==> config.mk <==
export PLATFORM = sky130hd
export DESIGN_NAME = tcu_capture
export DESIGN_NICKNAME = d
export VERILOG_FILES = /design/src/hw/tcu_pkg.sv /design/src/hw/tcu_capture.sv /design/src/hw/tcu_sync.sv
export SDC_FILE = /design/constraint.sdc
export NUM_CORES = 1
export LEC_CHECK = 0
export BUFFER_PORTS_ARGS = -buffer_cell sky130_fd_sc_hd__buf_2
export CORE_MARGIN = 5
export CORE_UTILIZATION = 53
export DETAILED_ROUTE_END_ITERATION = 6
export GPL_TIMING_DRIVEN = 0
export PLACE_DENSITY = 0.81
export SLEW_MARGIN = 10
export SYNTH_ARGS = -nofsm -noshare
export SYNTH_HDL_FRONTEND = slang
export SYNTH_SLANG_ARGS = --single-unit
==> constraint.sdc <==
create_clock -name core_clk -period 2.8 [get_ports core_clk]
set_clock_uncertainty 0.2 [all_clocks]
set_input_delay 0.56 -clock core_clk [delete_from_list [all_inputs] [get_ports core_clk]]
set_output_delay 0.56 -clock core_clk [all_outputs]
set_load 0.1 [all_outputs]
==> src/hw/tcu_pkg.sv <==
// Package for the timer capture unit: register map, field layout, reset values and modes.
// Assumes a byte-wide register port with one-cycle read latency.
package tcu_pkg;
  // Register offsets (byte addresses on the plain register port).
  localparam logic [3:0] ADDR_CONTROL = 4'h0;
  localparam logic [3:0] ADDR_SOURCE = 4'h1;
  localparam logic [3:0] ADDR_COUNT_LOW = 4'h2;
  localparam logic [3:0] ADDR_COUNT_HIGH = 4'h3;
  localparam logic [3:0] ADDR_IRQ_STATUS = 4'h4;
  localparam logic [3:0] ADDR_IRQ_ENABLE = 4'h5;
  localparam logic [3:0] ADDR_IRQ_CLEAR = 4'h6;
  // Control, source and interrupt register fields.
  localparam int CTRL_ENABLE_BIT = 7;
  localparam int CTRL_ALIGN_BIT = 4;
  localparam int CTRL_MODE_LSB = 0;
  localparam int SRC_SEL_LSB = 0;
  localparam int IRQ_CAPTURE_BIT = 0;
  // Reset values.
  localparam logic [7:0] CONTROL_RESET = 8'h00;
  localparam logic [2:0] SOURCE_RESET = 3'h0;
  localparam logic [7:0] IRQ_ENABLE_RESET = 8'h00;
  // Event mode field encodings; any other code is not a capture mode.
  localparam logic [3:0] MODE_FALLING = 4'h4;
  localparam logic [3:0] MODE_RISING = 4'h5;
  localparam logic [3:0] MODE_RISING_4 = 4'h6;
  localparam logic [3:0] MODE_RISING_16 = 4'h7;
  // Prescale terminal counts.
  localparam logic [3:0] PRESCALE_4_LAST = 4'h3;
  localparam logic [3:0] PRESCALE_16_LAST = 4'hF;
  typedef enum logic [1:0] {
    TCU_EV_NONE,
    TCU_EV_FALL,
    TCU_EV_RISE,
    TCU_EV_PRESCALED
  } tcu_event_kind_t;
endpackage

==> src/hw/tcu_capture.sv <==
// Capture unit: selects an event source, qualifies edges, prescales, and latches the reference count.
// Assumes reference_count is synchronous to core_clk, and a plain byte-wide register port.
`timescale 1ns/1ps
// Overview of operation
// - On a qualified event copy the 16-bit reference count into the capture pair.
// - Mode picks falling, rising, every fourth rising or every sixteenth rising edge.
// - Each capture sets the capture flag in the status register.
// - A new capture overwrites the held value even if unread.
// - A 3-bit select picks one of eight capture sources.
// - A port write on an output-configured pin may create a capture edge.
// - Changing the mode may raise a spurious flag; software clears it afterwards.
// - Prescaler stays cleared while disabled or not in a capture mode.
// - Any reset clears the prescaler.
// - Changing between prescale modes directly keeps the prescaler count.
module tcu_capture #(
  parameter int COUNT_WIDTH = 16
) (
  input wire logic core_clk,
  input wire logic reset,
  input wire logic clk_en,
  input wire logic [3:0] reg_addr,
  input wire logic [7:0] reg_wdata,
  input wire logic reg_write,
  input wire logic reg_read,
  output logic [7:0] reg_rdata,
  input wire logic [COUNT_WIDTH-1:0] reference_count,
  input wire logic remapped_pin_input,
  input wire logic comparator_a_synced,
  input wire logic comparator_b_synced,
  input wire logic pin_change_event,
  input wire logic logic_cell_a_out,
  input wire logic logic_cell_b_out,
  input wire logic logic_cell_c_out,
  input wire logic logic_cell_d_out,
  output logic capture_pulse,
  output logic irq
);
  logic [7:0] unit_control_reg;
  logic [2:0] capture_source_select;
  logic [COUNT_WIDTH-1:0] captured_count;
  logic capture_flag;
  logic capture_irq_enable;
  logic [3:0] prescale_count;
  logic src_prev;
  logic src_sync;
  logic [7:0] next_rdata;

  // Register port decode.
  wire wr_control = reg_write && (reg_addr == tcu_pkg::ADDR_CONTROL);
  wire wr_source = reg_write && (reg_addr == tcu_pkg::ADDR_SOURCE);
  wire wr_enable = reg_write && (reg_addr == tcu_pkg::ADDR_IRQ_ENABLE);
  wire wr_clear = reg_write && (reg_addr == tcu_pkg::ADDR_IRQ_CLEAR);
  wire [3:0] event_mode_field = unit_control_reg[tcu_pkg::CTRL_MODE_LSB +: 4];
  wire module_on = unit_control_reg[tcu_pkg::CTRL_ENABLE_BIT];
  wire result_alignment = unit_control_reg[tcu_pkg::CTRL_ALIGN_BIT];

  // Source multiplexer; every source, comparators included, is resynchronised.
  wire [7:0] source_vec = {logic_cell_d_out, logic_cell_c_out, logic_cell_b_out, logic_cell_a_out,
                           pin_change_event, comparator_b_synced, comparator_a_synced, remapped_pin_input};
  wire source_raw = source_vec[capture_source_select];

  // Pin writes while configured as output simply arrive here as edges.
  tcu_sync u_src_sync (
    .core_clk(core_clk),
    .reset(reset),
    .clk_en(clk_en),
    .async_in(source_raw),
    .sync_out(src_sync)
  );

  // Edge qualification on the synchronised level gives exactly one pulse per edge.
  wire rise = src_sync && !src_prev;
  wire fall = !src_sync && src_prev;

  // Mode decode into an event kind.
  tcu_pkg::tcu_event_kind_t kind;
  always_comb begin
    case (event_mode_field)
      tcu_pkg::MODE_FALLING: kind = tcu_pkg::TCU_EV_FALL;
      tcu_pkg::MODE_RISING: kind = tcu_pkg::TCU_EV_RISE;
      tcu_pkg::MODE_RISING_4: kind = tcu_pkg::TCU_EV_PRESCALED;
      tcu_pkg::MODE_RISING_16: kind = tcu_pkg::TCU_EV_PRESCALED;
      default: kind = tcu_pkg::TCU_EV_NONE;
    endcase
  end

  wire capture_mode = module_on && (kind != tcu_pkg::TCU_EV_NONE);
  wire [3:0] prescale_last = (event_mode_field == tcu_pkg::MODE_RISING_16) ?
                             tcu_pkg::PRESCALE_16_LAST : tcu_pkg::PRESCALE_4_LAST;
  // The prescaler is not cleared by a direct switch, so 16 to 4 may fire at once.
  wire prescale_hit = rise && (prescale_count >= prescale_last);
  wire capture_event = module_on && (
    (kind == tcu_pkg::TCU_EV_FALL && fall) ||
    (kind == tcu_pkg::TCU_EV_RISE && rise) ||
    (kind == tcu_pkg::TCU_EV_PRESCALED && prescale_hit));

  // Edge history register.
  always_ff @(posedge core_clk) begin
    if (reset) begin
      src_prev <= 1'b0;
    end else if (clk_en) begin
      src_prev <= src_sync;
    end
  end

  // Prescaler: cleared by reset or when not capturing, counts rising edges in the prescaled modes and holds in the others.
  always_ff @(posedge core_clk) begin
    if (reset) begin
      prescale_count <= 4'h0;
    end else if (clk_en) begin
      if (!capture_mode) begin
        prescale_count <= 4'h0;
      end else if (kind == tcu_pkg::TCU_EV_PRESCALED && rise) begin
        prescale_count <= prescale_hit ? 4'h0 : prescale_count + 4'h1;
      end
    end
  end

  // Control and source registers; no clearing of the prescaler on a mode write.
  always_ff @(posedge core_clk) begin
    if (reset) begin
      unit_control_reg <= tcu_pkg::CONTROL_RESET;
      capture_source_select <= tcu_pkg::SOURCE_RESET;
      capture_irq_enable <= tcu_pkg::IRQ_ENABLE_RESET[0];
    end else if (clk_en) begin
      if (wr_control) begin
        unit_control_reg <= reg_wdata & 8'h9F;
      end
      if (wr_source) begin
        capture_source_select <= reg_wdata[tcu_pkg::SRC_SEL_LSB +: 3];
      end
      if (wr_enable) begin
        capture_irq_enable <= reg_wdata[tcu_pkg::IRQ_CAPTURE_BIT];
      end
    end
  end

  // Capture register: each event overwrites the held count.
  always_ff @(posedge core_clk) begin
    if (reset) begin
      captured_count <= '0;
    end else if (clk_en && capture_event) begin
      captured_count <= reference_count;
    end
  end

  // Sticky flag: set wins over a same-cycle clear; only software or reset clears it.
  always_ff @(posedge core_clk) begin
    if (reset) begin
      capture_flag <= 1'b0;
    end else if (clk_en) begin
      if (capture_event) begin
        capture_flag <= 1'b1;
      end else if (wr_clear && reg_wdata[tcu_pkg::IRQ_CAPTURE_BIT]) begin
        capture_flag <= 1'b0;
      end
    end
  end

  // Readback mux; alignment swaps the byte order as a software convenience.
  wire [7:0] cap_low = captured_count[7:0];
  wire [7:0] cap_high = captured_count[15:8];
  always_comb begin
    case (reg_addr)
      tcu_pkg::ADDR_CONTROL: next_rdata = unit_control_reg;
      tcu_pkg::ADDR_SOURCE: next_rdata = {5'h00, capture_source_select};
      tcu_pkg::ADDR_COUNT_LOW: next_rdata = result_alignment ? cap_high : cap_low;
      tcu_pkg::ADDR_COUNT_HIGH: next_rdata = result_alignment ? cap_low : cap_high;
      tcu_pkg::ADDR_IRQ_STATUS: next_rdata = {7'h00, capture_flag};
      tcu_pkg::ADDR_IRQ_ENABLE: next_rdata = {7'h00, capture_irq_enable};
      default: next_rdata = 8'h00;
    endcase
  end

  // Registered outputs: read data one cycle after the strobe, pulse and interrupt from flops.
  always_ff @(posedge core_clk) begin
    if (reset) begin
      reg_rdata <= 8'h00;
      capture_pulse <= 1'b0;
      irq <= 1'b0;
    end else if (clk_en) begin
      reg_rdata <= reg_read ? next_rdata : 8'h00;
      capture_pulse <= capture_event;
      irq <= capture_irq_enable && (capture_flag || capture_event);
    end
  end

  // Checks.
  AST_CAPTURE_VALUE: assert property (@(posedge core_clk) disable iff (reset)
    (clk_en && capture_event) |=> (captured_count == $past(reference_count)))
    else $error("Captured count does not match reference count.");
  AST_FLAG_SET: assert property (@(posedge core_clk) disable iff (reset)
    (clk_en && capture_event) |=> capture_flag)
    else $error("Capture did not set the flag.");
  AST_FLAG_STICKY: assert property (@(posedge core_clk) disable iff (reset)
    (capture_flag && !(wr_clear && reg_wdata[0])) |=> capture_flag)
    else $error("Flag cleared without a software clear.");
  AST_PRESCALE_IDLE: assert property (@(posedge core_clk) disable iff (reset)
    (clk_en && !capture_mode) |=> (prescale_count == 4'h0))
    else $error("Prescaler not cleared while idle.");
  AST_PRESCALE_WRAP: assert property (@(posedge core_clk) disable iff (reset)
    (kind == tcu_pkg::TCU_EV_PRESCALED && prescale_count > prescale_last) |->
    (event_mode_field == tcu_pkg::MODE_RISING_4))
    else $error("Prescaler exceeded its terminal count.");
  AST_RISE_CAPTURE: assert property (@(posedge core_clk) disable iff (reset)
    (clk_en && module_on && event_mode_field == tcu_pkg::MODE_RISING && rise) |-> capture_event)
    else $error("Rising edge not captured.");
  AST_FALL_ONLY: assert property (@(posedge core_clk) disable iff (reset)
    (module_on && event_mode_field == tcu_pkg::MODE_FALLING && capture_event) |-> fall)
    else $error("Falling mode captured without a falling edge.");
  AST_ONE_PER_EDGE: assert property (@(posedge core_clk) disable iff (reset)
    (clk_en && rise) |=> !rise)
    else $error("Two rising detections from one edge.");
  AST_OVERWRITE: assert property (@(posedge core_clk) disable iff (reset)
    (clk_en && capture_event && capture_flag) |=> (captured_count == $past(reference_count)))
    else $error("Unread capture was not overwritten.");
  AST_IRQ_LEVEL: assert property (@(posedge core_clk) disable iff (reset)
    (clk_en && capture_flag && capture_irq_enable) |=> irq)
    else $error("Interrupt not raised for enabled flag.");

  // Reset is checked without a disable clause, since the check is about reset itself.
  AST_PRESCALE_RESET: assert property (@(posedge core_clk)
    reset |=> (prescale_count == 4'h0))
    else $error("Prescaler not cleared by reset.");

  // A disabled unit must never capture, whatever the mode field holds.
  AST_NO_CAPTURE_OFF: assert property (@(posedge core_clk) disable iff (reset)
    !module_on |-> !capture_event)
    else $error("Capture while the unit is off.");

  // The pulse output follows every capture by exactly one cycle.
  AST_PULSE_FOLLOWS: assert property (@(posedge core_clk) disable iff (reset)
    (clk_en && capture_event) |=> capture_pulse)
    else $error("Capture pulse missing after a capture.");

  // A capture in the same cycle as a software clear must leave the flag set.
  AST_FLAG_SET_WINS: assert property (@(posedge core_clk) disable iff (reset)
    (clk_en && capture_event && wr_clear && reg_wdata[tcu_pkg::IRQ_CAPTURE_BIT]) |=> capture_flag)
    else $error("Clear won over a same-cycle capture.");

  // A direct write between prescaled modes must not disturb the running count.
  AST_PRESCALE_KEEP: assert property (@(posedge core_clk) disable iff (reset)
    (clk_en && wr_control && capture_mode && kind == tcu_pkg::TCU_EV_PRESCALED && !rise &&
     reg_wdata[tcu_pkg::CTRL_ENABLE_BIT] && reg_wdata[3:1] == 3'h3) |=> $stable(prescale_count))
    else $error("Prescaler count lost on a direct mode switch.");

  // Each non-terminal rising edge advances the prescaler by one.
  AST_PRESCALE_STEP: assert property (@(posedge core_clk) disable iff (reset)
    (clk_en && capture_mode && kind == tcu_pkg::TCU_EV_PRESCALED && rise && !prescale_hit) |=>
    (prescale_count == $past(prescale_count) + 4'h1))
    else $error("Prescaler did not advance on a rising edge.");

  // A masked flag must never reach the interrupt pin; this is what makes mode changes safe.
  AST_IRQ_MASKED: assert property (@(posedge core_clk) disable iff (reset)
    (clk_en && !capture_irq_enable) |=> !irq)
    else $error("Interrupt raised while masked.");

  // Falling mode must capture on every falling edge.
  AST_FALL_CAPTURE: assert property (@(posedge core_clk) disable iff (reset)
    (clk_en && module_on && event_mode_field == tcu_pkg::MODE_FALLING && fall) |-> capture_event)
    else $error("Falling edge not captured.");

  // Read data stands for one cycle only and is zero otherwise.
  AST_RDATA_IDLE: assert property (@(posedge core_clk) disable iff (reset)
    (clk_en && !reg_read) |=> (reg_rdata == 8'h00))
    else $error("Read data present without a read strobe.");

  // With alignment set, the low address returns the high byte of the held count.
  AST_ALIGN_SWAP: assert property (@(posedge core_clk) disable iff (reset)
    (clk_en && reg_read && reg_addr == tcu_pkg::ADDR_COUNT_LOW && result_alignment) |=>
    (reg_rdata == $past(cap_high)))
    else $error("Aligned low read did not return the high byte.");

  // Main scenarios that the bench is expected to reach.
  COV_RISE: cover property (@(posedge core_clk) capture_event && kind == tcu_pkg::TCU_EV_RISE);
  COV_FALL: cover property (@(posedge core_clk) capture_event && kind == tcu_pkg::TCU_EV_FALL);
  COV_PRESCALE16: cover property (@(posedge core_clk)
    capture_event && event_mode_field == tcu_pkg::MODE_RISING_16);
  COV_SET_CLEAR: cover property (@(posedge core_clk) capture_event && wr_clear);
  COV_PRESCALE4: cover property (@(posedge core_clk)
    capture_event && event_mode_field == tcu_pkg::MODE_RISING_4);
endmodule

==> src/hw/tcu_sync.sv <==
// Two-stage synchroniser for one level input.
// Assumes the input may change at any time relative to core_clk.
`timescale 1ns/1ps
module tcu_sync (
  input wire logic core_clk,
  input wire logic reset,
  input wire logic clk_en,
  input wire logic async_in,
  output logic sync_out
);
  logic stage_one;

  // First stage feeds only the second stage, so metastability never reaches logic.
  always_ff @(posedge core_clk) begin
    if (reset) begin
      stage_one <= 1'b0;
      sync_out <= 1'b0;
    end else if (clk_en) begin
      stage_one <= async_in;
      sync_out <= stage_one;
    end
  end
endmodule

==> results of run 1 <==
==> synthesized netlist by cell type, types with 4 or more instances <==
| cell type | count | area (µm²) |
|---|---|---|
| a21oi_1 | 7 | 35.03 |
| nor2b_1 | 6 | 37.54 |
| nand2_1 | 44 | 165.2 |
| inv_1 | 6 | 22.52 |
| dfxtp_1 | 44 | 880.8 |
| mux2i_1 | 36 | 360.4 |
| o21ai_0 | 5 | 25.02 |
| and3_1 | 4 | 25.02 |
| nand3_1 | 8 | 40.04 |
| clkbuf_1 | 7 | 26.28 |
| nor2_1 | 17 | 63.81 |
| buf_2 | 4 | 20.02 |
| or3_1 | 4 | 25.02 |
==> area by class of cell <==
class,count,area share (%)
Buffer,13,2.396
Clock buffer,6,2.836
Clock inverter,1,0.1956
Inverter,7,1.027
Multi-Input combinational cell,177,47.48
Sequential cell,44,34.43
Tap cell,50,2.445
Timing Repair Buffer,47,9.193
==> worst max-delay path: cells and delay by family (launching register included) <==
family / cells / cell delay (ps)
simple gates: 3 / 590
flops: 1 / 430
buf+inv: 2 / 410
compound gates: 2 / 290
fa+ha+maj: 1 / 300
==> metal layers <==
layer  track usage [%]  vias up  wire length [µm]
met5                 0        -                 0
met4             6.841        0                57
met3             3.514        4               270
met2             30.61       53              2223
met1             27.08      875              2310
li1                  -      963                 -
==> report_power, final <==
group / internal, µW / switching [µW]
clock: 170 / 198
combinational: 40.6 / 52.8
sequential: 628 / 2.88
total: 838 / 254
==> cell families after synthesis <==
logic type | synth area share [%]
and+or+nand+nor | 21.26
DFF | 40.34
buffers and inverters | 4.011
AOI/OAI and AO/OA | 10.77
xor gates and xnor gates | 0.7452
muxes | 21.15
adders and majority gates | 1.719
==> placed cells by master, fill, tap and decap left out, drive strengths merged, types with 4 or more instances in the layout <==
| cell type | count |
|---|---|
| clkbuf | 13 |
| or3 | 4 |
| and3 | 4 |
| a21oi | 7 |
| nor2b | 6 |
| inv | 6 |
| dfxtp | 44 |
| o21ai | 5 |
| nand3 | 8 |
| nand2 | 44 |
| nor2 | 17 |
| buf | 53 |
| mux2i | 36 |
==> final timing paths <==
kind | startpoint | to | cells past startpoint
worst min-delay path | captured_count[11] | captured_count[11] | 2
worst min register to register | captured_count[11] | captured_count[11] | 2
worst max-delay path | unit_control_reg[1] | capture_flag | 8
worst max register to register | unit_control_reg[1] | capture_flag | 8
==> metrics by stage <==
step           std cells  worst slack (ps)
2_1_floorplan        241             684.4
3_3_place_gp         338             511.3
3_5_place_dp         338             481.6
4_1_cts              345             476.6
5_1_grt              345             276.7
6_report             345             479.1
==> summary.txt, run 1 <==
status -> finished, final reports clean
Clock Sinks -> 44
fill cell count -> 353
initial antenna violation count -> 0
number of synthesized flops with an enable pin -> 0
max incr delay on CP -> 430 ps
Final period util -> 82.89%
GRT Total Usage -> 19.52%
grt ovf -> 0
buffer levels on the longest clock path -> 2
DR vias/cell -> 5.493
post-cts sizing count -> 0
area of placed instances -> 0.002481 mm²
Starting Density -> 54.58%
setup TNS -> 0 ps
# hold bufs at CTS -> 0
area added between synthesis and finish -> 17.19%
number of global-route vias before repair -> 1851
fin nets -> 339
share of cells above drive strength 1 -> 23.39%
final wirelength -> 4861 µm
Yosys cell types -> 39
Max IR drop VDD -> 0.0003178 V
cells along the critical path -> nand4b_1, ha_1, or2_2, nand3_1, o22ai_1, buf_4, buf_4, o21a_1
required time worst endpoint -> 2790 ps
#FFs+latches synth -> 44
r2r setup slk -> 480 ps
clock latency on the worst-skew pair -> 290 ps
die width -> 74.19 µm
CTS tree -> yes
CP max stage cell -> dfxtp_1
Boundary Pins -> 51
Setup violations, final -> 0
max reg flops -> 16
fmax -> 430.9 MHz
overall power -> 1092 µW
Core Area -> 0.004000 mm²
Die Y -> 74.19 µm
wire per inst -> 14.09 µm
Final Max Tran Viols -> 0
CTS Buf Count -> 5
vias -> 1895
number of cell rows -> 23
area of the multi-input gates -> 0.001215 mm²
Syn Area/Cell -> 9.060 µm²
DRC viols -> 0
RSZ-0062 raised after global routing -> no
DIE AREA -> 0.005503 mm²
FFs w/ async S/R, synth -> 0%
max cap viols -> 0
most frequent CP cell -> buf_4
Final Hold Viols -> 0
Post-Syn Instances -> 241
Most used DFF post-synth -> dfxtp_1
critical path class -> flip-flop to flip-flop
worst slew pin tran -> 524.9 ps
arrival time at the worst endpoint -> 2310 ps
largest net degree at the start of global routing -> 13
Worst setup SP type -> flip-flop
Finished Cell Area -> 0.002559 mm²
register area share after synthesis -> 40.34%
Hold WC Path Type -> flip-flop to flip-flop
post-layout util -> 63.97%
clock root buffer -> clkbuf_8
Worst Hold Slack -> 257.2 ps
Syn Nets -> 285
DRT antenna net count -> 0
LEAKAGE -> 0.001111 µW
Placer Congestion -> 0.8750
Worst setup EP type -> flip-flop
first-pass GRT wire length -> 8300 µm
Post-Syn Area -> 0.002183 mm²
Worst-path clk slew -> 80 ps
port buffer count -> 47
relative slew slack -> 64.84%
DRT iter0 DRCs -> 88
drt first pass iters -> 4
worst-path fanout max -> 10
P per Cell Area -> 426.8 mW/mm²
post-CTS setup buffers -> 0
antenna diode count -> 0
register area -> 880.8 µm²
post-route minimum period -> 2321 ps
dpl hpwl -> 3717 µm
Ys Warns -> 0
H-tree levels -> 2
(Power assumes the default switching activity.)
==> inputs of run 2 (changes only) <==
- clock period: 2.8 -> 2.18 ns (I/O delays scaled with it)
==> run 2 against run 1 <==
Utilization rose by 1.6 points. Largest cell class unchanged. Critical endpoint is now captured_count[4]. Worst hold slack got worse by 78 ps. Die area did not move. Sequential power rose by 28%. Clock-buffer cell count did not move. Clock power rose by 29%.
==> summary.txt, run 2 (synthesized netlist as in run 1, its figures left out) <==
Final WS setup -> 77.88 ps (-401.2 ps)
setup TNS -> 0 ps (unchanged)
CTS tree -> yes
Die Y -> 74.19 µm (unchanged)
DIE AREA -> 0.005503 mm² (unchanged)
antenna diode count -> 0 (unchanged)
cells along the critical path -> nand4b_1, ha_1, a211o_1, nand3_2, o22ai_4, buf_6, mux2i_1
fin nets -> 340 (+0.29%)
Clock Sinks -> 44 (unchanged)
grt ovf -> 0 (unchanged)
share of cells above drive strength 1 -> 26.35% (+3.0 points)
Hold WC Path Type -> input pin to flip-flop
area added between synthesis and finish -> 20.06%
Psw -> 329.0 µW (+30%)
arrival time at the worst endpoint -> 2130 ps (-180 ps)
Worst path top cell family by delay -> compound AO/OA/AOI/OAI gates
Clk pwr share -> 33.7% (about the same)
Boundary Pins -> 51 (unchanged)
port buffer count -> 47 (unchanged)
Placer Congestion -> 0.8750 (unchanged)
number of cell rows -> 23 (unchanged)
buffer levels on the longest clock path -> 2 (unchanged)
# hold bufs at CTS -> 0 (unchanged)
fmax -> 475.7 MHz (+10%)
CP Launch Point -> unit_control_reg[3]
Worst-path clk slew -> 80 ps (about the same)
Worst setup EP type -> flip-flop
wire per inst -> 14.68 µm (+4.2%)
DRC viols -> 0 (unchanged)
clock root buffer -> clkbuf_8
number of global-route vias before repair -> 1829 (-1.2%)
relative slew slack -> 64.99% (+0.16 points)
status -> finished, final reports clean
most common cell after layout, fill and taps aside -> buf_2
R2R Path Start -> unit_control_reg[3]
post-route minimum period -> 2102 ps (-218.8 ps)
fin cells -> 346 (+0.29%)
first-pass GRT wire length -> 8231 µm (-0.83%)
Core Area -> 0.004000 mm² (unchanged)
largest net degree at the start of global routing -> 19 (+6)
post-CTS setup buffers -> 0 (unchanged)
P per Cell Area -> 536.4 mW/mm² (+26%)
Worst Path Buf+Inv -> 1 (-1)
required time worst endpoint -> 2200 ps (-590 ps)
worst-path fanout max -> 9 (-1)
placed cells -> 338 (unchanged)
GRT Total Usage -> 19.35% (-0.17 points)
dpl hpwl -> 3717 µm (unchanged)
Setup violations, final -> 0 (unchanged)
Worst setup SP type -> flip-flop
Final Max Tran Viols -> 0 (unchanged)
vias -> 1932 (+2.0%)
Max IR drop VDD -> 0.0004106 V (+29%)
Comb pwr share -> 8.6% (about the same)
internal power -> 1077 µW (+28%)
fill cell count -> 342 (-3.1%)
CTS Buf Count -> 5 (unchanged)
max cap viols -> 0 (unchanged)
DRT antenna net count -> 0 (unchanged)
pre-CTS worst setup slack -> -138.4 ps (-620.0 ps)
DRT iter0 DRCs -> 119 (+35%)
critical path class -> flip-flop to flip-flop
H-tree levels -> 2 (unchanged)
worst hold path startpoint -> reg_wdata[7]
clock latency on the worst-skew pair -> 290 ps (about the same)
max reg flops -> 16 (unchanged)
Final period util -> 96.43% (+14 points)
max incr delay on CP -> 350 ps (-80 ps)
Final Hold Viols -> 0 (unchanged)
initial antenna violation count -> 0 (unchanged)
Starting Density -> 54.58% (unchanged)
die width -> 74.19 µm (unchanged)
overall power -> 1406 µW (+29%)
LEAKAGE -> 0.001124 µW (+1.2%)
Sw Share -> 23.40% (+0.18 points)
drt first pass iters -> 4 (unchanged)
share of power burned in registers -> 57.6% (-0.2 points)
CP max stage cell -> dfxtp_2
final wirelength -> 5080 µm (+4.5%)
DR vias/cell -> 5.584 (+1.7%)
worst slew pin tran -> 522.6 ps (-2.319 ps)
most frequent cells in the layout -> buf_2, nand2_1, dfxtp_1, mux2i_1, nor2_1
[run 2: layer usage]
metal,part of all wire (%),GRT usage (%)
met1,47,27.33
met5,0,0
met2,46,29.72
met3,6.0,3.514
met4,1.5,6.841
[run 2: path summary, 6_finish.rpt]
check,end,slack [ps],cells past startpoint
setup / recovery,captured_count[4],80,7
hold / removal,unit_control_reg[7],180,3
setup reg to reg,captured_count[4],80,7
hold reg to reg,captured_count[11],260,2
[run 2: timing repair]
item	in CTS	in global routing
pin swaps	0	3
resized for setup	2	15
endpoints found under the setup margin	11	22
gates cloned	0	2
[run 2: metrics by stage]
step	util (%)	cell area (µm²)	hold WS (ps)
after global routing	65.53	2621	178.7
after CTS	63.84	2554	180.3
after detailed placement	62.03	2481	249.5
final	65.53	2621	179.6
after global placement	62.03	2481	241.3
after floorplan	-	2183	231.3
[run 2: layout make-up]
cell class / instances / area, µm² / share of cell area (%)
plain buffers: 12 / 57.56 / 2.196
clock buffers: 6 / 72.57 / 2.769
repair buffers: 49 / 257.7 / 9.833
flip-flops and latches: 44 / 885.9 / 33.79
clock inverters: 1 / 5.005 / 0.1909
multi-input cells: 177 / 1254 / 47.83
inverters: 7 / 26.28 / 1.002
well taps: 50 / 62.56 / 2.387
[run 2: worst min-delay path, delay by kind of cell]
family	cells	cell delay (ps)
buffers and inverters	1	70
multiplexers	1	50
AND/OR/NAND/NOR	1	80
[run 2: power by group through the flow]
stage | logic (µW) | clock network [µW] | registers, µW
3_5_place_dp | 120 | 0 | 829
5_1_grt | 137 | 516 | 811
4_1_cts | 121 | 481 | 810
3_3_place_gp | 119 | 0 | 829
2_1_floorplan | 64.9 | 0 | 828
6_report | 122 | 474 | 810
